`config.mk`:
```
export PLATFORM = sky130hd
export DESIGN_NAME = bcr_cfg_regs
export DESIGN_NICKNAME = d
export VERILOG_FILES = /design/src/design/bcr_pkg.sv /design/src/design/bcr_pi_seq.sv /design/src/design/bcr_cfg_regs.sv
export VERILOG_INCLUDE_DIRS = /design/src /design/src/design
export SDC_FILE = /design/constraint.sdc
export NUM_CORES = 1
export LEC_CHECK = 0
export ABC_AREA = 1
export BUFFER_PORTS_ARGS = -buffer_cell sky130_fd_sc_hd__buf_2
export CAP_MARGIN = 20
export CORE_MARGIN = 1.5
export CORE_UTILIZATION = 52
export DETAILED_ROUTE_END_ITERATION = 16
export MAX_ROUTING_LAYER = met4
export PLACE_DENSITY = 0.8
export SYNTH_ARGS = -nofsm -noshare
export SYNTH_HDL_FRONTEND = slang
export SYNTH_SLANG_ARGS = --single-unit
```
`constraint.sdc`:
```
create_clock -name clk_in -period 1.9 [get_ports clk_in]
set_input_delay 0.38 -clock clk_in [delete_from_list [all_inputs] [get_ports clk_in]]
set_output_delay 0.38 -clock clk_in [all_outputs]
set_load 0.03 [all_outputs]
```
`src/design/bcr_defs.svh`:
```
// Offsets, field positions, reset values and masks of the configuration bank
`ifndef BCR_DEFS_SVH
`define BCR_DEFS_SVH

// ----------------------------------------------------------------
// Register offsets (byte addresses)
// ----------------------------------------------------------------
`define BCR_OFF_SLOT        8'hC8
`define BCR_OFF_TUNE0       8'hCC
`define BCR_OFF_TUNE1       8'hD0
`define BCR_OFF_TUNE2       8'hD4
`define BCR_OFF_PI_CMD      8'hD8
`define BCR_OFF_PI_DATA     8'hDC
`define BCR_OFF_XLAT0       8'hE0

// ----------------------------------------------------------------
// Reset values
// ----------------------------------------------------------------
`define BCR_TUNE0_RST       32'h0400_1060
`define BCR_TUNE1_RST       32'h0000_0000
`define BCR_TUNE2_RST       32'h0019_0254
`define BCR_PI_DATA_RST     32'h0000_0000
`define BCR_XLAT0_RST       32'h0000_0000
`define BCR_PI_ADDR_RST     6'h00

// ----------------------------------------------------------------
// Writable bit masks
// ----------------------------------------------------------------
`define BCR_TUNE0_WMASK     32'hFFFF_1FFF
`define BCR_TUNE1_WMASK     32'hFFFF_03FF
`define BCR_TUNE2_WMASK     32'h007F_7FFF
`define BCR_PI_DATA_WMASK   32'hFFFF_FFFF
`define BCR_PI_ADDR_WMASK   32'h00FC_0000
`define BCR_XLAT0_FIXED     12'h000

// ----------------------------------------------------------------
// Product-data capability fields
// ----------------------------------------------------------------
`define BCR_PI_CAP_ID       8'h03
`define BCR_PI_NEXT_PTR     8'hF0
`define BCR_PI_ADDR_LSB     18
`define BCR_PI_ADDR_MSB     23
`define BCR_PI_OP_BIT       31
`define BCR_PI_EE_OFFSET    9'h040
`define BCR_SLOT_LSB        16

`endif

```
`src/design/bcr_pkg.sv`:
```
// Types shared by the configuration bank and its product-data sequencer
package bcr_pkg;

  // Slot event and state flags from the hot-plug logic
  typedef struct packed {
    logic presence_state;
    logic retention_latch_state;
    logic cmd_completed;
    logic presence_changed;
    logic retention_latch_changed;
    logic power_fault;
    logic button_pressed;
  } bcr_slot_s;

  // Link tuning values handed to the physical layer
  typedef struct packed {
    logic        hot_reset_en;
    logic        loopback_en;
    logic        crosslink_en;
    logic        force_config;
    logic        debug_sel;
    logic [2:0]  lane_neg_tries;
    logic [4:0]  ts1_count;
    logic [15:0] l1_entry_timer;
    logic [9:0]  l0s_lifetime;
    logic [15:0] l1_lifetime;
    logic [7:0]  clock_recovery_fts;
    logic [6:0]  l0s_exit_latency;
    logic [6:0]  l1_exit_latency;
  } bcr_tune_s;

  // Access toward the product_info_store EEPROM controller
  typedef struct packed {
    logic        valid;
    logic        write;
    logic [8:0]  addr;
    logic [31:0] wdata;
  } bcr_ee_req_s;

endpackage : bcr_pkg

```
`src/design/bcr_pi_seq.sv`:
```
// Sequencer for one product_info_store EEPROM access
`timescale 1ns/1ps
`include "bcr_defs.svh"

module bcr_pi_seq (
  // Clock and reset
  input  wire logic                clk_in,
  input  wire logic                nrst_in,
  // Start from the register bank
  input  wire logic                start_in,
  input  wire logic                write_in,
  input  wire logic [5:0]          addr_in,
  input  wire logic [31:0]         wdata_in,
  // Status to the register bank
  output logic                     busy_out,
  output logic                     done_out,
  output logic [31:0]              rdata_out,
  // EEPROM controller side
  output bcr_pkg::bcr_ee_req_s     ee_req_out,
  input  wire logic                ee_done_in,
  input  wire logic [31:0]         ee_rdata_in
);

  typedef enum logic {BCR_SEQ_IDLE, BCR_SEQ_BUSY} bcr_seq_e;

  bcr_seq_e              state_reg;
  bcr_seq_e              state_next;
  bcr_pkg::bcr_ee_req_s  req_reg;
  logic                  done_reg;
  logic [31:0]           rdata_reg;

  wire logic [8:0] ee_addr = {1'b0, addr_in, 2'b00} + `BCR_PI_EE_OFFSET;
  wire logic       finish  = (state_reg == BCR_SEQ_BUSY) && ee_done_in;

  always_comb begin
    state_next = state_reg;
    case (state_reg)
      BCR_SEQ_IDLE: begin
        if (start_in) begin
          state_next = BCR_SEQ_BUSY;
        end
      end
      BCR_SEQ_BUSY: begin
        if (ee_done_in) begin
          state_next = BCR_SEQ_IDLE;
        end
      end
      default: state_next = BCR_SEQ_IDLE;
    endcase
  end

  always_ff @(posedge clk_in or negedge nrst_in) begin
    if (!nrst_in) begin
      state_reg <= BCR_SEQ_IDLE;
      req_reg   <= '0;
      done_reg  <= 1'b0;
      rdata_reg <= 32'h0000_0000;
    end else begin
      state_reg <= state_next;
      done_reg  <= finish;
      if (state_reg == BCR_SEQ_IDLE && start_in) begin
        req_reg <= '{valid: 1'b1, write: write_in, addr: ee_addr, wdata: wdata_in};
      end else if (finish) begin
        req_reg.valid <= 1'b0;
      end
      if (finish && !req_reg.write) begin
        rdata_reg <= ee_rdata_in;
      end
    end
  end

  assign busy_out   = (state_reg == BCR_SEQ_BUSY) || done_reg;
  assign done_out   = done_reg;
  assign rdata_out  = rdata_reg;
  assign ee_req_out = req_reg;

endmodule : bcr_pi_seq

```
`src/design/bcr_cfg_regs.sv`:
```
// Bridge configuration bank C8h..E0h: slot flags, link tuning, product data, window base
//
// What this block does
// - Op flag written 0 starts EEPROM read; flag stays 0, becomes 1 when done.
// - Op flag written 1 starts EEPROM write of data word; flag clears when done.
// - Six-bit access address lives at bits 23:18, read-write, reset zero.
// - Data word carries moved bytes, low byte at address, byte-enable access.
// - EEPROM location is the programmed byte address plus 0x40.
// - Window base bits 31:12 replace upstream addresses falling in the window.
// - Substituted base bits 30:12 follow the window size from the setup register; bit 31 is always substituted.
// - Base bits 11:0 read zero; whole base register resets to zero.
// - Capability header low byte reads fixed identifier 03h.
// - Capability next pointer at bits 15:8 reads F0h.
// - Slot flags at bits 22:16 read-only, reset clear, bits 31:23 zero.
// - Tuning word 0 bits 4:0 are read-write enables resetting to zero.
// - Tuning word 0 bits 7:5 lane negotiation attempts, reset 3h.
// - Tuning word 0 bits 12:8 TS1 count, reset 10h; bits 15:13 zero.
// - Tuning word 0 bits 31:16 L1 entry timer load, reset 0400h.
// - Tuning word 1 holds L0s lifetime 9:0 and L1 lifetime 31:16, reset zero.
// - Tuning word 2 bits 7:0 clock recovery count of FTS sets, reset 54h.
// - Exit latencies at 14:8 reset 2h and 22:16 reset 19h; rest zero.
// - Set size bits make base bits writable; clear size bits keep them read-only.
`timescale 1ns/1ps
`include "bcr_defs.svh"

module bcr_cfg_regs (
  // Clock and reset
  input  wire logic                clk_in,
  input  wire logic                nrst_in,
  // Configuration access port
  input  wire logic                cfg_req_in,
  input  wire logic                cfg_we_in,
  input  wire logic [7:0]          cfg_addr_in,
  input  wire logic [3:0]          cfg_be_in,
  input  wire logic [31:0]         cfg_wdata_in,
  output logic                     cfg_ack_out,
  output logic [31:0]              cfg_rdata_out,
  // Slot flags from hot-plug logic
  input  bcr_pkg::bcr_slot_s       slot_flags_in,
  // Link tuning values
  output bcr_pkg::bcr_tune_s       tune_out,
  // Upstream window 0 translation
  input  wire logic [18:0]         win0_size_in,
  input  wire logic [31:0]         up_addr_in,
  output logic [31:0]              up_addr_xlat_out,
  output logic [31:0]              win0_base_out,
  // EEPROM controller
  output bcr_pkg::bcr_ee_req_s     ee_req_out,
  input  wire logic                ee_done_in,
  input  wire logic [31:0]         ee_rdata_in
);

  // ----------------------------------------------------------------
  // Helpers
  // ----------------------------------------------------------------

  // Byte-lane merge restricted to the writable bits of a register
  function automatic logic [31:0] bcr_merge(
    input logic [31:0] old_val,
    input logic [31:0] new_val,
    input logic [3:0]  be,
    input logic [31:0] wmask
  );
    logic [31:0] lanes;
    logic [31:0] m;
    lanes = {{8{be[3]}}, {8{be[2]}}, {8{be[1]}}, {8{be[0]}}};
    m     = lanes & wmask;
    return (old_val & ~m) | (new_val & m);
  endfunction : bcr_merge

  // ----------------------------------------------------------------
  // State
  // ----------------------------------------------------------------
  logic [31:0]          tune0_reg;
  logic [31:0]          tune1_reg;
  logic [31:0]          tune2_reg;
  logic [5:0]           pi_addr_reg;
  logic                 pi_op_reg;
  logic [31:0]          pi_data_reg;
  logic [31:0]          xlat0_reg;
  bcr_pkg::bcr_slot_s   slot_reg;
  logic                 ack_reg;
  logic [31:0]          rdata_reg;
  logic [31:0]          xlat_addr_reg;

  logic [31:0]          tune0_next;
  logic [31:0]          tune1_next;
  logic [31:0]          tune2_next;
  logic [5:0]           pi_addr_next;
  logic                 pi_op_next;
  logic [31:0]          pi_data_next;
  logic [31:0]          xlat0_next;

  // ----------------------------------------------------------------
  // Address decode
  // ----------------------------------------------------------------
  wire logic wr       = cfg_req_in && cfg_we_in;
  wire logic hit_slot = (cfg_addr_in == `BCR_OFF_SLOT);
  wire logic hit_t0   = (cfg_addr_in == `BCR_OFF_TUNE0);
  wire logic hit_t1   = (cfg_addr_in == `BCR_OFF_TUNE1);
  wire logic hit_t2   = (cfg_addr_in == `BCR_OFF_TUNE2);
  wire logic hit_cmd  = (cfg_addr_in == `BCR_OFF_PI_CMD);
  wire logic hit_data = (cfg_addr_in == `BCR_OFF_PI_DATA);
  wire logic hit_xlat = (cfg_addr_in == `BCR_OFF_XLAT0);

  // ----------------------------------------------------------------
  // Product-data access sequencing
  // ----------------------------------------------------------------
  logic        seq_busy;
  logic        seq_done;
  logic [31:0] seq_rdata;

  // A start while an access is in flight is dropped; flag must toggle first
  wire logic pi_start = wr && hit_cmd && cfg_be_in[3] && !seq_busy;
  wire logic pi_op_wr = cfg_wdata_in[`BCR_PI_OP_BIT];
  // Data to write excludes a same-cycle data-word update: use register
  wire logic pi_rd_done = seq_done && !pi_op_reg;

  bcr_pi_seq u_seq (
    .clk_in      (clk_in),
    .nrst_in     (nrst_in),
    .start_in    (pi_start),
    .write_in    (pi_op_wr),
    .addr_in     (pi_addr_next),
    .wdata_in    (pi_data_reg),
    .busy_out    (seq_busy),
    .done_out    (seq_done),
    .rdata_out   (seq_rdata),
    .ee_req_out  (ee_req_out),
    .ee_done_in  (ee_done_in),
    .ee_rdata_in (ee_rdata_in)
  );

  // ----------------------------------------------------------------
  // Window mask
  // ----------------------------------------------------------------
  // Bit 31 is always writable; 30:12 follow the size field
  wire logic [31:0] win0_mask = {1'b1, win0_size_in, `BCR_XLAT0_FIXED};
  wire logic [31:0] win0_base = xlat0_reg & win0_mask;

  // ----------------------------------------------------------------
  // Next-state logic
  // ----------------------------------------------------------------
  always_comb begin
    tune0_next = tune0_reg;
    tune1_next = tune1_reg;
    tune2_next = tune2_reg;
    if (wr && hit_t0) begin
      tune0_next = bcr_merge(tune0_reg, cfg_wdata_in, cfg_be_in,
                             `BCR_TUNE0_WMASK);
    end
    if (wr && hit_t1) begin
      tune1_next = bcr_merge(tune1_reg, cfg_wdata_in, cfg_be_in,
                             `BCR_TUNE1_WMASK);
    end
    if (wr && hit_t2) begin
      tune2_next = bcr_merge(tune2_reg, cfg_wdata_in, cfg_be_in,
                             `BCR_TUNE2_WMASK);
    end
  end

  always_comb begin
    logic [31:0] cmd_word;
    cmd_word     = bcr_merge({8'h00, pi_addr_reg, 18'h00000}, cfg_wdata_in, cfg_be_in,
                             `BCR_PI_ADDR_WMASK);
    pi_addr_next = pi_addr_reg;
    pi_op_next   = pi_op_reg;
    // Address is frozen while an access runs so the EEPROM sees one location
    if (wr && hit_cmd && !seq_busy) begin
      pi_addr_next = cmd_word[`BCR_PI_ADDR_MSB:`BCR_PI_ADDR_LSB];
    end
    if (pi_start) begin
      pi_op_next = pi_op_wr;
    end else if (seq_done) begin
      pi_op_next = ~pi_op_reg;
    end
  end

  always_comb begin
    pi_data_next = pi_data_reg;
    // Read data from the EEPROM wins over a software write in the same cycle
    if (pi_rd_done) begin
      pi_data_next = seq_rdata;
    end else if (wr && hit_data) begin
      pi_data_next = bcr_merge(pi_data_reg, cfg_wdata_in, cfg_be_in,
                               `BCR_PI_DATA_WMASK);
    end
  end

  always_comb begin
    xlat0_next = xlat0_reg;
    if (wr && hit_xlat) begin
      xlat0_next = bcr_merge(xlat0_reg, cfg_wdata_in, cfg_be_in, win0_mask);
    end
  end

  // ----------------------------------------------------------------
  // Read mux
  // ----------------------------------------------------------------
  wire logic [31:0] rd_slot = {9'h000, slot_reg, 16'h0000};
  wire logic [31:0] rd_cmd  = {pi_op_reg, 7'h00, pi_addr_reg, 2'b00,
                               `BCR_PI_NEXT_PTR, `BCR_PI_CAP_ID};
  wire logic [31:0] rd_mux  =
      hit_slot ? rd_slot     :
      hit_t0   ? tune0_reg   :
      hit_t1   ? tune1_reg   :
      hit_t2   ? tune2_reg   :
      hit_cmd  ? rd_cmd      :
      hit_data ? pi_data_reg :
      hit_xlat ? win0_base   :
                 32'h0000_0000;

  // ----------------------------------------------------------------
  // Translation
  // ----------------------------------------------------------------
  wire logic [31:0] xlat_addr = (win0_base & win0_mask) | (up_addr_in & ~win0_mask);

  // ----------------------------------------------------------------
  // Registers
  // ----------------------------------------------------------------
  always_ff @(posedge clk_in or negedge nrst_in) begin
    if (!nrst_in) begin
      tune0_reg <= `BCR_TUNE0_RST;
      tune1_reg <= `BCR_TUNE1_RST;
      tune2_reg <= `BCR_TUNE2_RST;
    end else begin
      tune0_reg <= tune0_next;
      tune1_reg <= tune1_next;
      tune2_reg <= tune2_next;
    end
  end

  always_ff @(posedge clk_in or negedge nrst_in) begin
    if (!nrst_in) begin
      pi_addr_reg <= `BCR_PI_ADDR_RST;
      pi_op_reg   <= 1'b0;
      pi_data_reg <= `BCR_PI_DATA_RST;
      xlat0_reg   <= `BCR_XLAT0_RST;
    end else begin
      pi_addr_reg <= pi_addr_next;
      pi_op_reg   <= pi_op_next;
      pi_data_reg <= pi_data_next;
      xlat0_reg   <= xlat0_next;
    end
  end

  always_ff @(posedge clk_in or negedge nrst_in) begin
    if (!nrst_in) begin
      slot_reg <= '0;
    end else begin
      slot_reg <= slot_flags_in;
    end
  end

  always_ff @(posedge clk_in or negedge nrst_in) begin
    if (!nrst_in) begin
      ack_reg       <= 1'b0;
      rdata_reg     <= 32'h0000_0000;
      xlat_addr_reg <= 32'h0000_0000;
    end else begin
      ack_reg       <= cfg_req_in;
      xlat_addr_reg <= xlat_addr;
      if (cfg_req_in && !cfg_we_in) begin
        rdata_reg <= rd_mux;
      end
    end
  end

  // ----------------------------------------------------------------
  // Outputs
  // ----------------------------------------------------------------
  assign cfg_ack_out      = ack_reg;
  assign cfg_rdata_out    = rdata_reg;
  assign up_addr_xlat_out = xlat_addr_reg;
  assign win0_base_out    = win0_base;

  assign tune_out.hot_reset_en       = tune0_reg[0];
  assign tune_out.loopback_en        = tune0_reg[1];
  assign tune_out.crosslink_en       = tune0_reg[2];
  assign tune_out.force_config       = tune0_reg[3];
  assign tune_out.debug_sel          = tune0_reg[4];
  assign tune_out.lane_neg_tries     = tune0_reg[7:5];
  assign tune_out.ts1_count          = tune0_reg[12:8];
  assign tune_out.l1_entry_timer     = tune0_reg[31:16];
  assign tune_out.l0s_lifetime       = tune1_reg[9:0];
  assign tune_out.l1_lifetime        = tune1_reg[31:16];
  assign tune_out.clock_recovery_fts = tune2_reg[7:0];
  assign tune_out.l0s_exit_latency   = tune2_reg[14:8];
  assign tune_out.l1_exit_latency    = tune2_reg[22:16];

endmodule : bcr_cfg_regs

```
# --- Word-level counts from Yosys, hierarchy flattened ---
# Index checks and enable logic that the tools add are counted.
word_totals:
  rom_bits: 0
  latchBits: 0
  inputBits: 139
  register_bits: 316
  memories: 0
  output_inout_bits: 217
  elab_cells: 104
  ram_bits: 0
op_classes:
  n_eq_ne: 7
  n_shift: 0
  n_addsub: 1
  magnitude_cmp: 0
  bitwise: 32
  muxes: 17
  reduce_logical: 23
  div: 0
  multipliers: 0
op_table:
  columns: ["op", "count"]
  rows:
  - ["32-bit bitwise AND", 13]
  - ["32-bit 2-to-1 mux", 9]
  - ["32-bit bitwise OR", 6]
  - ["32-bit inverter", 5]
  - ["8-bit == test, second input constant", 7]
  - ["24-bit bitwise AND", 2]
  - ["32-bit by 23-bit bitwise AND with 32-bit output", 1]
  - ["23-bit inverter with 32-bit output", 1]
  - ["24-bit inverter", 1]
  - ["24-bit bitwise OR", 1]
  - ["1-bit logical AND", 15]
  - ["8-bit by 7-bit adder with 9-bit output, second input constant", 1]
  - ["1-bit 2-to-1 mux", 6]
  - ["6-bit 2-to-1 mux", 1]
  - ["2-bit nonzero test", 3]
  - ["1-bit logical NOT", 4]
  - ["1-bit inverter", 2]
  - ["1-bit case mux with 2 select lines", 1]
  - ["1-bit logical OR", 1]

# --- Logic depth before layout (Yosys ltp) ---
# Gate-level depths: netlist of the first run.
depth:
  depth_word: 8
  ltp_mapped: 11
  ltp_nobuf: 11

# --- Hierarchy ---
# A second synthesis of the first run with hierarchy kept.
unflattened:
  cells_unflattened: 1505
  hier_area_um2: 12731.0
by_module_without_submodules:
  columns: ["mod", "instances", "cells_each", "area_each_um2", "seq_area_each_um2"]
  rows:
  - ["bcr_cfg_regs", 1, 1175, 9671.8, 5218.8]
  - ["bcr_pi_seq", 1, 330, 3059.2, 1876.8]

# --- Worst setup path after synthesis of the first run ---
# OpenSTA, ideal clock, no wires.
synth_path:
  kind: "input to register"
  startpoint: "input cfg_addr_in[2]"
  endpoint: "register u_seq.req_reg, in the netlist u_seq.ee_req_out[39]"
  path_stages: 9
  required_ns: 1.783
  arrival_ns: 1.501
  n_path_buf: 0
  path_slack_ns: 0.282
  setup_ns: 0.117
  cell_sequence: "inv_1 -> nand3_1 -> nor2_4 -> nand2_2 -> o21ai_0 -> o21ai_0 -> ha_1 -> nand2_1 -> nand2_1"
synth_via:
  elab_chain_cells: 5
  elab_cells_between_ends: 8
  classes_between: "add/sub (1); eq/ne (1); mux (1); reduce/logical (5)"
synth_rtl:
  columns: ["element", "line", "rtl"]
  rows:
  - ["start, declared", "bcr_cfg_regs.sv:33", "input wire logic [7:0] cfg_addr_in,"]
  - ["8-bit == test (no source line)", null, null]
  - ["1-bit logical AND (2 in a row)", "bcr_cfg_regs.sv:169", "if (wr && hit_cmd && !seq_busy) begin"]
  - ["6-bit 2-to-1 mux", "bcr_cfg_regs.sv:169", null]
  - ["named net pi_addr_next[5]", "bcr_cfg_regs.sv:89", "logic [5:0] pi_addr_next;"]
  - ["8-bit by 7-bit adder with 9-bit output (no source line)", null, null]
  - ["named net u_seq.ee_addr[7]", "bcr_pi_seq.sv:32", "wire logic [8:0] ee_addr = {1'b0, addr_in, 2'b00} + `BCR_PI_EE_OFFSET;"]
  - ["end signal, assigned", "bcr_pi_seq.sv:62", "req_reg <= '{valid: 1'b1, write: write_in, addr: ee_addr, wdata: wdata_in};"]
  - ["end, declared", "bcr_pi_seq.sv:28", "bcr_pkg::bcr_ee_req_s req_reg;"]
# The timed path passes the listed nets, and every way through them passes these cells.
# A chain may end at the register's enable or synchronous reset.

==> results.md, run 1 <==
* outcome: finished clean
* fraction of layout instances using a drive strength above 1: 29.9%
* worst endpoint data arrival time: 2.16 ns
* Worst Hold Slack: 0.0347 ns
* FF+latch count, synth: 283
* Max FO, Critical Path: 16
* average footprint of a synthesized cell: 8.79 sq um
* TritonCTS clock tree: done
* core box area: 23500 sq um
* area of the multi-input gates: 4540 sq um
* Post-DRT Antenna Nets: 0
* number of synthesis warnings: 0
* buffer depth of the longest clock path: 3
* maximum resistive drop on vdd: 0.697 mV
* filler cell count in the final layout: 1810
* die footprint: 24800 sq um
* flip-flop cell with the highest count after synthesis: sky130_fd_sc_hd__dfrtp_1
* unrepaired setup endpoints after global routing: false
* Worst EP required: 2.32 ns
* worst slew pin tran: 0.852 ns
* overall routed net length: 37.1 mm
* number of clock sinks: 283
* fraction of the yosys area taken by sequential cells: 57.1%
* crit path buf inv count: 3
* number of optimization iterations in the first detailed-route pass: 5
* number of antenna violations at the first check in global routing: 7
* clock root buffer: sky130_fd_sc_hd__clkbuf_16
* number of nets in the layout: 1935
* grt total ovfl: 0
* post-synthesis instance area: 12400 sq um
* leading post-synthesis cells by instance count: 425 x sky130_fd_sc_hd__nand2_1, 272 x sky130_fd_sc_hd__dfrtp_1, 139 x sky130_fd_sc_hd__o21ai_1
* DPL Wire Length: 26.7 mm
* number of global-route vias before repair: 10567
* library cell contributing the largest single delay on the critical path: sky130_fd_sc_hd__dlygate4sd3_1
* starting utilization of the core area: 53.0%
* area share of the largest cell type after synthesis: 54.7%
* Pwr Density: 835 nW/um^2
* Crit Path Category: in -> reg
* Total Routing Usage GR: 30.5%
* ranking of synthesized cells by area: sky130_fd_sc_hd__dfrtp_1 55%, sky130_fd_sc_hd__nand2_1 13%, sky130_fd_sc_hd__o21ai_1 5.6%
* total count of hold-check failures in the final report: 0
* count of different cell masters after synthesis: 31
* violation count after the first detailed-route iteration: 765
* cell with the most instances after synthesis: sky130_fd_sc_hd__nand2_1
* share of the cycle needed by the critical path after routing: 91.4%
* Final Max Slew Viols: 0
* share of async-settable or async-resettable flops after synthesis: 100%
* DIE HEIGHT: 158 microns
* f_max: 0.576 GHz
* Final Util: 67.8%
* DRC viols: 0
* endpoint type of the worst setup path: flop
* Placement Rows: 56
* Port Buffers: 340
* Num CTS Buffers: 31
* maximum number of pins on one net before global-route repair: 77
* x dimension of the die: 158 microns
* post-CTS setup repair buffer count: 0
* critical path launch point type: input port
* post-placement worst setup slack: -0.0100 ns
* Max Clock Skew: 0.0100 ns
* synthesis-to-layout area growth: 27.9%
* kind of cell with the highest combined delay on the critical path: buffers and inverters
* weighted congestion reported at the end of routability-driven placement: 0.903
* total via count after detailed routing: 11191
* Worst path max stage delay: 0.52 ns
* FF+latch area: 7100 sq um
* # H-tree levels: 1
* relative max-transition margin: 43.2%
* Setup Viol. Count Final: 0
* number of placed cells counting well taps: 2060
* post-layout total power: 13.3 mW
* max capacitance violation total: 0
* leakage power summed over all cells: 8.90 nW
* ordered cell list for the critical path: dlygate4sd3_1 > buf_2 > nand2_2 > buf_4 > o21ai_4 > o21ai_2 > nand2_1 > o21ai_2
* clock transition time at the flip-flop clock pins of the worst setup and hold paths: 0.06 ns
* EDFF count, synth: 0
* wire per inst: 17.3 microns
* non-filler instance count after layout: 2146
* minimum clock period: 1.74 ns
* Top cell by count, worst path: sky130_fd_sc_hd__o21ai_2
* post-synthesis cell count: 1414
* min-delay worst type: in -> reg
* first-pass GRT wire length: 56.4 mm
* mean number of vias per cell: 5.21
* clock latency at the later pin of the worst-skew pair: 0.56 ns
* Yosys top cell by area: sky130_fd_sc_hd__dfrtp_1
* post-route worst setup slack: 0.163 ns
* I/O pin count: 356
## through the flow
step	TNS [ns]	area [sq um]
after CTS	0	15900
after detailed placement	-0.0160	14700
final	0	15900
after global routing	0	15900
after global placement	0	14700
after floorplan	0	12500
## area by class of cell
type | instances | area share, %
clock inverters | 12 | 0.732
diodes | 7 | 0.110
multi-input cells | 952 | 28.6
well taps | 319 | 2.51
clock buffers | 46 | 5.61
inverters | 118 | 2.79
flip-flops and latches | 283 | 44.6
repair buffers | 409 | 15.1
## routing by layer
layer | part of all wire (%) | vias to the layer above | GRT usage [%]
met3 | 8.5 | 88 | 6.60
met2 | 48 | 496 | 49.8
met1 | 40 | 5294 | 38.0
met5 | 0 | - | -
met4 | 3.2 | 0 | 9.61
li1 | - | 5313 | -
## where the power goes
part / total [mW] / switching (mW) / internal (mW)
Clock: 5.89 / 2.39 / 3.50
Combinational: 1.07 / 0.707 / 0.365
Sequential: 6.31 / 0.0989 / 6.22
## path summary, 6_finish.rpt
check                                   from                         end  slack [ns]  cells past startpoint
max                               cfg_req_in                        flop        0.16                      8
max in group asynchronous            nrst_in  asynchronous set/reset pin        0.91                      3
min reg2reg                cfg_rdata_out[23]           cfg_rdata_out[23]        0.47                      2
min in group asynchronous            nrst_in  asynchronous set/reset pin        0.29                      2
min                               ee_done_in             u_seq.state_reg        0.03                      2
max reg2reg                   u_seq.done_out                        flop        0.18                      5
## worst reg2reg max path: stages, from the launching register on
cell,delay [ns]
sky130_fd_sc_hd__dfrtp_1,0.42
sky130_fd_sc_hd__nand2_2,0.11
sky130_fd_sc_hd__inv_1,0.15
sky130_fd_sc_hd__o21ai_2,0.70
sky130_fd_sc_hd__nand2_1,0.17
sky130_fd_sc_hd__o21ai_2,0.10
## layout by cell type, fill, tap and decap left out, types with 2 or more instances in the layout
| master | netlist | layout |
|---|---|---|
| sky130_fd_sc_hd__or2_0 | 6 | 6 |
| sky130_fd_sc_hd__o21ai_1 | 139 | 139 |
| sky130_fd_sc_hd__nand4_1 | 4 | 4 |
| sky130_fd_sc_hd__a21oi_1 | 13 | 13 |
| sky130_fd_sc_hd__clkbuf_8 | 0 | 6 |
| sky130_fd_sc_hd__inv_2 | 7 | 7 |
| sky130_fd_sc_hd__bufinv_16 | 0 | 2 |
| sky130_fd_sc_hd__diode_2 | 0 | 7 |
| sky130_fd_sc_hd__nand2_1 | 425 | 424 |
| sky130_fd_sc_hd__mux2_2 | 32 | 32 |
| sky130_fd_sc_hd__buf_2 | 24 | 339 |
| sky130_fd_sc_hd__buf_12 | 0 | 9 |
| sky130_fd_sc_hd__nand3_1 | 93 | 93 |
| sky130_fd_sc_hd__o21ai_2 | 20 | 20 |
| sky130_fd_sc_hd__nor2_4 | 6 | 6 |
| sky130_fd_sc_hd__buf_4 | 15 | 39 |
| sky130_fd_sc_hd__clkinv_2 | 1 | 9 |
| sky130_fd_sc_hd__dfrtp_1 | 272 | 272 |
| sky130_fd_sc_hd__conb_1 | 1 | 14 |
| sky130_fd_sc_hd__nand2_2 | 14 | 15 |
| sky130_fd_sc_hd__dfstp_2 | 11 | 11 |
| sky130_fd_sc_hd__clkbuf_16 | 0 | 31 |
| sky130_fd_sc_hd__inv_1 | 110 | 110 |
| sky130_fd_sc_hd__nand2_4 | 3 | 3 |
| sky130_fd_sc_hd__o21ai_0 | 94 | 94 |
| sky130_fd_sc_hd__or2_2 | 4 | 4 |
| sky130_fd_sc_hd__nor2_1 | 71 | 70 |
| sky130_fd_sc_hd__clkbuf_1 | 24 | 9 |
| sky130_fd_sc_hd__dlygate4sd3_1 | 0 | 21 |
| sky130_fd_sc_hd__nor2_2 | 4 | 5 |
| sky130_fd_sc_hd__nor3_1 | 6 | 5 |
## cells by family (layout without fill, tap and decap cells)
| logic type | Yosys count | after routing | share of synthesized area [%] |
|---|---|---|---|
| AO/OA/AOI/OAI | 268 | 268 | 11.5 |
| buffers and inverters | 192 | 585 | 6.86 |
| AND/OR/NAND/NOR | 637 | 637 | 21.5 |
| multiplexers | 32 | 32 | 2.90 |
| other | 1 | 21 | 0.0302 |
| adder cells (fa/ha/maj) | 1 | 1 | 0.101 |
| flip-flops | 283 | 283 | 57.1 |
## timing repair
action	CTS	global route
gates resized for setup	0	1
hold buffers	21	0
endpoints found under the setup margin	0	1
hold endpoints to repair	49	0
No activity file was read; power rests on OpenSTA's default activity.
==> run 2: changes to the inputs <==
CORE_UTILIZATION = 50   (was 52)
PLACE_DENSITY = 0.77   (was 0.8)
==> results.md, run 2 (same netlist as run 1, synthesis figures left out) <==
* DRC viols: 0, unchanged
* first-pass GRT wire length: 59.4 mm, was 56.4 mm
* relative contribution of sequential cells to total power: 45.4%, was 47.6%
* worst reg2reg startpoint: u_seq.done_out, unchanged
* relative max-transition margin: 42.4%, was 43.2%
* Post-DRT Antenna Nets: 0, unchanged
* number of optimization iterations in the first detailed-route pass: 7, was 5
* Max FO, Critical Path: 23, was 16
* # H-tree levels: 1, unchanged
* filler cell count in the final layout: 2014, was 1810
* Setup Viol. Count Final: 0, unchanged
* overall routed net length: 38.3 mm, was 37.1 mm
* post-route worst setup slack: 0.108 ns, was 0.163 ns
* DPL Wire Length: 27.9 mm, was 26.7 mm
* total count of hold-check failures in the final report: 0, unchanged
* Final Max Slew Viols: 0, unchanged
* starting utilization of the core area: 51.0%, was 53.0%
* Crit Path Category: in -> reg, unchanged
* FF+latch area: 7100 sq um, unchanged
* Placed Instance Area: 14800 sq um, was 14700 sq um
* max capacitance violation total: 0, unchanged
* f_max: 0.558 GHz, was 0.576 GHz
* post-placement worst setup slack: -0.0655 ns, was -0.0100 ns
* area of the multi-input gates: 4540 sq um, about the same
* number of placed cells counting well taps: 2074, was 2060
* Worst path max stage delay: 0.54 ns, was 0.52 ns
* Total Neg Setup Slack: 0 ns, unchanged
* Pwr Density: 862 nW/um^2, was 835 nW/um^2
* post-layout total power: 13.9 mW, was 13.3 mW
* clock latency at the later pin of the worst-skew pair: 0.57 ns, was 0.56 ns
* mean number of vias per cell: 5.25, was 5.21
* number of antenna violations at the first check in global routing: 7, unchanged
* total via count after detailed routing: 11340, was 11191
* number of clock sinks: 283, unchanged
* weighted congestion reported at the end of routability-driven placement: 0.900, was 0.903
* number of global-route vias before repair: 11189, was 10567
* maximum resistive drop on vdd: 0.727 mV, was 0.697 mV
* crit path buf inv count: 4, was 3
* non-filler instance count after layout: 2162, was 2146
* min-delay worst type: in -> reg, unchanged
* library cell contributing the largest single delay on the critical path: sky130_fd_sc_hd__dlygate4sd3_1, unchanged
* die footprint: 25800 sq um, was 24800 sq um
* share of the cycle needed by the critical path after routing: 94.3%, was 91.4%
* worst slew pin tran: 0.864 ns, was 0.852 ns
* Num CTS Buffers: 31, unchanged
* fraction of power consumed by combinational cells: 7.9%, was 8.1%
* worst endpoint data arrival time: 2.23 ns, was 2.16 ns
* core box area: 24400 sq um, was 23500 sq um
* synthesis-to-layout area growth: 29.6%, was 27.9%
* clock root buffer: sky130_fd_sc_hd__clkbuf_16, unchanged
* met3 usage: 6.25%, was 6.60%
* P_sw: 3.29 mW, was 3.19 mW
* post-CTS setup repair buffer count: 0, unchanged
* top library cells by usage in the layout, fill and taps aside: 424 x sky130_fd_sc_hd__nand2_1, 339 x sky130_fd_sc_hd__buf_2, 272 x sky130_fd_sc_hd__dfrtp_1, 139 x sky130_fd_sc_hd__o21ai_1, 110 x sky130_fd_sc_hd__inv_1, unchanged
* Port Buffers: 340, unchanged
* outcome: finished clean, unchanged
* Total Routing Usage GR: 30.5%, about the same
* violation count after the first detailed-route iteration: 769, was 765
* clock transition time at the flip-flop clock pins of the worst setup and hold paths: 0.06 ns, about the same
* fraction of layout instances using a drive strength above 1: 30.3%, was 29.9%
* kind of cell with the highest combined delay on the critical path: buffers and inverters, unchanged
* DIE HEIGHT: 161 microns, was 158 microns
* GR met1 Demand/Resource: 39.2%, was 38.0%
* clock network fraction of design power: 46.7%, was 44.4%
* ordered cell list for the critical path: dlygate4sd3_1 > buf_2 > nand2_2 > nor3_1 > nand2_2 > inv_2 > nand2_4 > clkinv_2 > nand2_1 > nand2_1, was dlygate4sd3_1 > buf_2 > nand2_2 > buf_4 > o21ai_4 > o21ai_2 > nand2_1 > o21ai_2
* most common library cell in the layout ignoring fill and taps: sky130_fd_sc_hd__nand2_1, unchanged
* x dimension of the die: 161 microns, was 158 microns
* wire per inst: 17.7 microns, was 17.3 microns
* leakage power summed over all cells: 8.99 nW, was 8.90 nW
* I/O pin count: 356, unchanged
* number of nets in the layout: 1945, was 1935
* peak-usage layer in the global routing report: met2, unchanged
* Worst EP required: 2.34 ns, was 2.32 ns
* grt met2 use: 48.9%, was 49.8%
* Max Clock Skew: 0.00991 ns, was 0.0100 ns
* critical path launch point type: input port, unchanged
* post-layout instance area: 16100 sq um, was 15900 sq um
* sw frac: 23.6%, was 24.1%
* Final Util: 66.1%, was 67.8%
* maximum number of pins on one net before global-route repair: 59, was 77
* worst setup path start: cfg_req_in, unchanged
* minimum clock period: 1.79 ns, was 1.74 ns
* internal power of the cells: 10.6 mW, was 10.1 mW
* Worst Hold Slack: 0.0280 ns, was 0.0347 ns
* worst min-delay path startpoint: win0_size_in[15], was ee_done_in
* buffer depth of the longest clock path: 3, unchanged
* endpoint type of the worst setup path: flop, unchanged
* TritonCTS clock tree: done, unchanged
* Placement Rows: 57, was 56
* unrepaired setup endpoints after global routing: false, unchanged
* grt total ovfl: 0, unchanged
run 2: cell types whose count changed in the layout (fill, tap and decap cells not counted), moves of 2 or more:
cell and delta:
sky130_fd_sc_hd__clkbuf_1 -3, sky130_fd_sc_hd__clkinv_2 -4, sky130_fd_sc_hd__buf_4 +7, sky130_fd_sc_hd__clkinvlp_4 +2, sky130_fd_sc_hd__bufinv_16 +4, sky130_fd_sc_hd__buf_12 +2
run 2: area by class of cell:
type / count / share of cell area (%)
Sequential cell: 283 / 44.0
Multi-Input combinational cell: 952 / 28.2
Timing Repair Buffer: 419 / 15.5
Clock buffer: 42 / 5.38
Inverter: 118 / 2.76
Tap cell: 324 / 2.52
Clock inverter: 16 / 1.54
Antenna cell: 8 / 0.124
run 2: worst reg2reg max path, stage by stage, from the launching register on:
cell and delay, ns:
sky130_fd_sc_hd__dfrtp_1 0.43, sky130_fd_sc_hd__nand2_2 0.10, sky130_fd_sc_hd__inv_1 0.14, sky130_fd_sc_hd__o21ai_2 0.71, sky130_fd_sc_hd__nand2_1 0.17, sky130_fd_sc_hd__o21ai_2 0.10
run 2: what timing repair did:
action,CTS,global route
hold buffers,22,0
gates resized for setup,0,0
setup endpoints to repair,0,0
hold endpoints to repair,62,0
run 2: worst paths after layout:
path / cells past startpoint / slack [ns] / end
worst min-delay path: 2 / 0.03 / up_addr_xlat_out[27]
worst max register to register: 5 / 0.19 / flop
max in group asynchronous: 3 / 0.83 / asynchronous set/reset pin
min in group asynchronous: 2 / 0.34 / asynchronous set/reset pin
worst min register to register: 0 / 0.47 / up_addr_xlat_out[31]
worst max-delay path: 10 / 0.11 / u_seq.ee_req_out[16]
run 2: per-layer routing:
| layer | part of all wire (%) | vias to the layer above |
|---|---|---|
| met5 | 0 | - |
| met4 | 3.1 | 0 |
| met3 | 8.3 | 79 |
| met2 | 48 | 507 |
| met1 | 41 | 5433 |
| li1 | - | 5321 |
run 2: power groups by stage:
| stage | clock network [mW] | registers [mW] | logic, mW |
|---|---|---|---|
| 3_3_place_gp | 0 | 6.41 | 1.04 |
| 4_1_cts | 6.56 | 6.31 | 1.10 |
| 6_report | 6.49 | 6.31 | 1.09 |
| 3_5_place_dp | 0 | 6.42 | 1.06 |
| 2_1_floorplan | 0 | 6.55 | 0.393 |
| 5_1_grt | 6.81 | 6.33 | 1.20 |
==> run 3: changes to the inputs <==
MAX_ROUTING_LAYER = unset   (was met4)
==> results.md, run 3 (same netlist as run 1, synthesis figures left out) <==
* worst reg2reg startpoint: u_seq.done_out, unchanged
* buffer depth of the longest clock path: 3, unchanged
* worst min-delay path startpoint: win0_size_in[2], was win0_size_in[15]
* # H-tree levels: 1, unchanged
* post-layout instance area: 16000 sq um, was 16100 sq um
* Worst EP required: 2.33 ns, was 2.34 ns
* hold buffers post-CTS: 21, was 22
* DPL Wire Length: 27.4 mm, was 27.9 mm
* Post-DRT Antenna Nets: 0, unchanged
* maximum resistive drop on vdd: 0.736 mV, was 0.727 mV
* total count of hold-check failures in the final report: 0, unchanged
* critical path launch point type: input port, unchanged
* Placement Rows: 57, unchanged
* worst r2r path cells: 5, unchanged
* post-placement worst setup slack: -0.0753 ns, was -0.0655 ns
* minimum clock period: 1.76 ns, was 1.79 ns
* Pwr Density: 847 nW/um^2, was 862 nW/um^2
* f_max: 0.568 GHz, was 0.558 GHz
* Crit Path Category: in -> reg, unchanged
* number of optimization iterations in the first detailed-route pass: 5, was 7
* most common library cell in the layout ignoring fill and taps: sky130_fd_sc_hd__nand2_1, unchanged
* Hold Path Depth: 2, unchanged
* grt total ovfl: 0, unchanged
* unrepaired setup endpoints after global routing: false, unchanged
* clock transition time at the flip-flop clock pins of the worst setup and hold paths: 0.06 ns, about the same
* wire per inst: 17.6 microns, was 17.7 microns
* overall routed net length: 37.9 mm, was 38.3 mm
* relative max-transition margin: 43.1%, was 42.4%
* slack of the worst reg-to-reg path: 0.20 ns, was 0.19 ns
* DIE HEIGHT: 161 microns, unchanged
* Final Max Slew Viols: 0, unchanged
* max capacitance violation total: 0, unchanged
* post-route worst setup slack: 0.140 ns, was 0.108 ns
* x dimension of the die: 161 microns, unchanged
* worst slew pin tran: 0.853 ns, was 0.864 ns
* number of nets in the layout: 1939, was 1945
* die footprint: 25800 sq um, unchanged
* Total Routing Usage GR: 29.3%, was 30.5%
* clock root buffer: sky130_fd_sc_hd__clkbuf_16, unchanged
* first-pass GRT wire length: 58.6 mm, was 59.4 mm
* Port Buffers: 340, unchanged
* endpoint type of the worst setup path: flop, unchanged
* share of the cycle needed by the critical path after routing: 92.6%, was 94.3%
* synthesis-to-layout area growth: 28.8%, was 29.6%
* top library cells by usage in the layout, fill and taps aside: 424 x sky130_fd_sc_hd__nand2_1, 339 x sky130_fd_sc_hd__buf_2, 272 x sky130_fd_sc_hd__dfrtp_1, 139 x sky130_fd_sc_hd__o21ai_1, 110 x sky130_fd_sc_hd__inv_1, unchanged
* I/O pin count: 356, unchanged
* fraction of layout instances using a drive strength above 1: 30.2%, was 30.3%
* Max FO, Critical Path: 23, unchanged
* number of antenna violations at the first check in global routing: 8, was 7
* total met2 wirelength after detailed routing: 17.9 mm, was 18.3 mm
* met3 wire len: 2.91 mm, was 3.18 mm
* max layer used: met5, was met4
* leakage power summed over all cells: 8.95 nW, was 8.99 nW
* Num CTS Buffers: 30, was 31
* total via count after detailed routing: 11155, was 11340
* maximum number of pins on one net before global-route repair: 60, was 59
* endpoint with the worst hold slack: up_addr_xlat_out[14], was up_addr_xlat_out[27]
* outcome: finished clean, unchanged
* core box area: 24400 sq um, unchanged
* weighted congestion reported at the end of routability-driven placement: 0.884, was 0.900
* post-CTS setup repair buffer count: 0, unchanged
* mean number of vias per cell: 5.19, was 5.25
* clock latency at the later pin of the worst-skew pair: 0.55 ns, was 0.57 ns
* DRC viols: 0, unchanged
* Placed Instance Area: 14700 sq um, was 14800 sq um
* starting utilization of the core area: 51.0%, unchanged
* TritonCTS clock tree: done, unchanged
* Worst Hold Slack: 0.0384 ns, was 0.0280 ns
* number of global-route vias before repair: 10755, was 11189
* Setup Viol. Count Final: 0, unchanged
* worst endpoint data arrival time: 2.19 ns, was 2.23 ns
* violation count after the first detailed-route iteration: 844, was 769
* number of clock sinks: 283, unchanged
* DRT met1 WL: 15.7 mm, was 15.6 mm
* post-cts resize count: 0, unchanged
* Max Clock Skew: 0.00610 ns, was 0.00991 ns
* min-delay worst type: in -> reg, unchanged
run 3: changes by cell type in the layout (fill, tap and decap cells not counted), moves of 2 or more:
cell	before	now
sky130_fd_sc_hd__buf_4	46	42
sky130_fd_sc_hd__clkbuf_1	6	4
sky130_fd_sc_hd__clkbuf_8	5	8
sky130_fd_sc_hd__clkinv_4	1	3
sky130_fd_sc_hd__bufinv_16	6	3
sky130_fd_sc_hd__diode_2	8	3
run 3: routing by layer:
layer	up-vias	global-route usage (%)
met3	74	5.68
met4	6	9.81
met2	468	48.6
met5	-	0
met1	5294	38.7
li1	5313	-
run 3: worst max-delay path by stage:
stage | startpoint | end | slack, ns
4_1_cts | cfg_req_in | u_seq.ee_req_out[35] | 0.17
3_5_place_dp | cfg_addr_in[6] | u_seq.ee_req_out[35] | -0.08
3_3_place_gp | cfg_addr_in[6] | u_seq.ee_req_out[36] | -0.03
2_1_floorplan | cfg_addr_in[2] | u_seq.ee_req_out[39] | 0.28
6_report | cfg_req_in | u_seq.ee_req_out[12] | 0.14
5_1_grt | cfg_req_in | u_seq.ee_req_out[39] | 0.05
run 3: critical path, cell delays in order:
cell and delay, ns:
sky130_fd_sc_hd__dlygate4sd3_1 0.53, sky130_fd_sc_hd__buf_2 0.15, sky130_fd_sc_hd__nand2_2 0.08, sky130_fd_sc_hd__nor3_1 0.05, sky130_fd_sc_hd__nand2_2 0.12, sky130_fd_sc_hd__inv_2 0.10
sky130_fd_sc_hd__nand2_4 0.14, sky130_fd_sc_hd__clkinv_2 0.37, sky130_fd_sc_hd__nand2_1 0.18, sky130_fd_sc_hd__nand2_1 0.07
run 3: cell type report:
class	count	area (sq um)
diodes	3	7.51
clock buffers	43	901
clock inverters	13	163
fillers	1998	8380
inverters	118	444
multi-input cells	952	4540
flip-flops and latches	283	7100
well taps	324	405
repair buffers	414	2460
run 3: report_power, final:
group | switching (mW) | total, mW | internal [mW]
registers | 0.0996 | 6.31 | 6.21
logic | 0.707 | 1.08 | 0.375
clock network | 2.45 | 6.16 | 3.71
total | 3.26 | 13.6 | 10.3
run 3: stage by stage:
| step | power [mW] | instances | TNS [ns] | utilization [%] |
|---|---|---|---|---|
| 2_1_floorplan | 6.94 | 1427 | 0 | - |
| 3_3_place_gp | 7.44 | 2070 | -0.202 | 60.4 |
| 3_5_place_dp | 7.47 | 2070 | -1.23 | 60.4 |
| 4_1_cts | 13.6 | 2147 | 0 | 65.6 |
| 5_1_grt | 14.0 | 2150 | 0 | 65.7 |
| 6_report | 13.6 | 2150 | 0 | 65.7 |
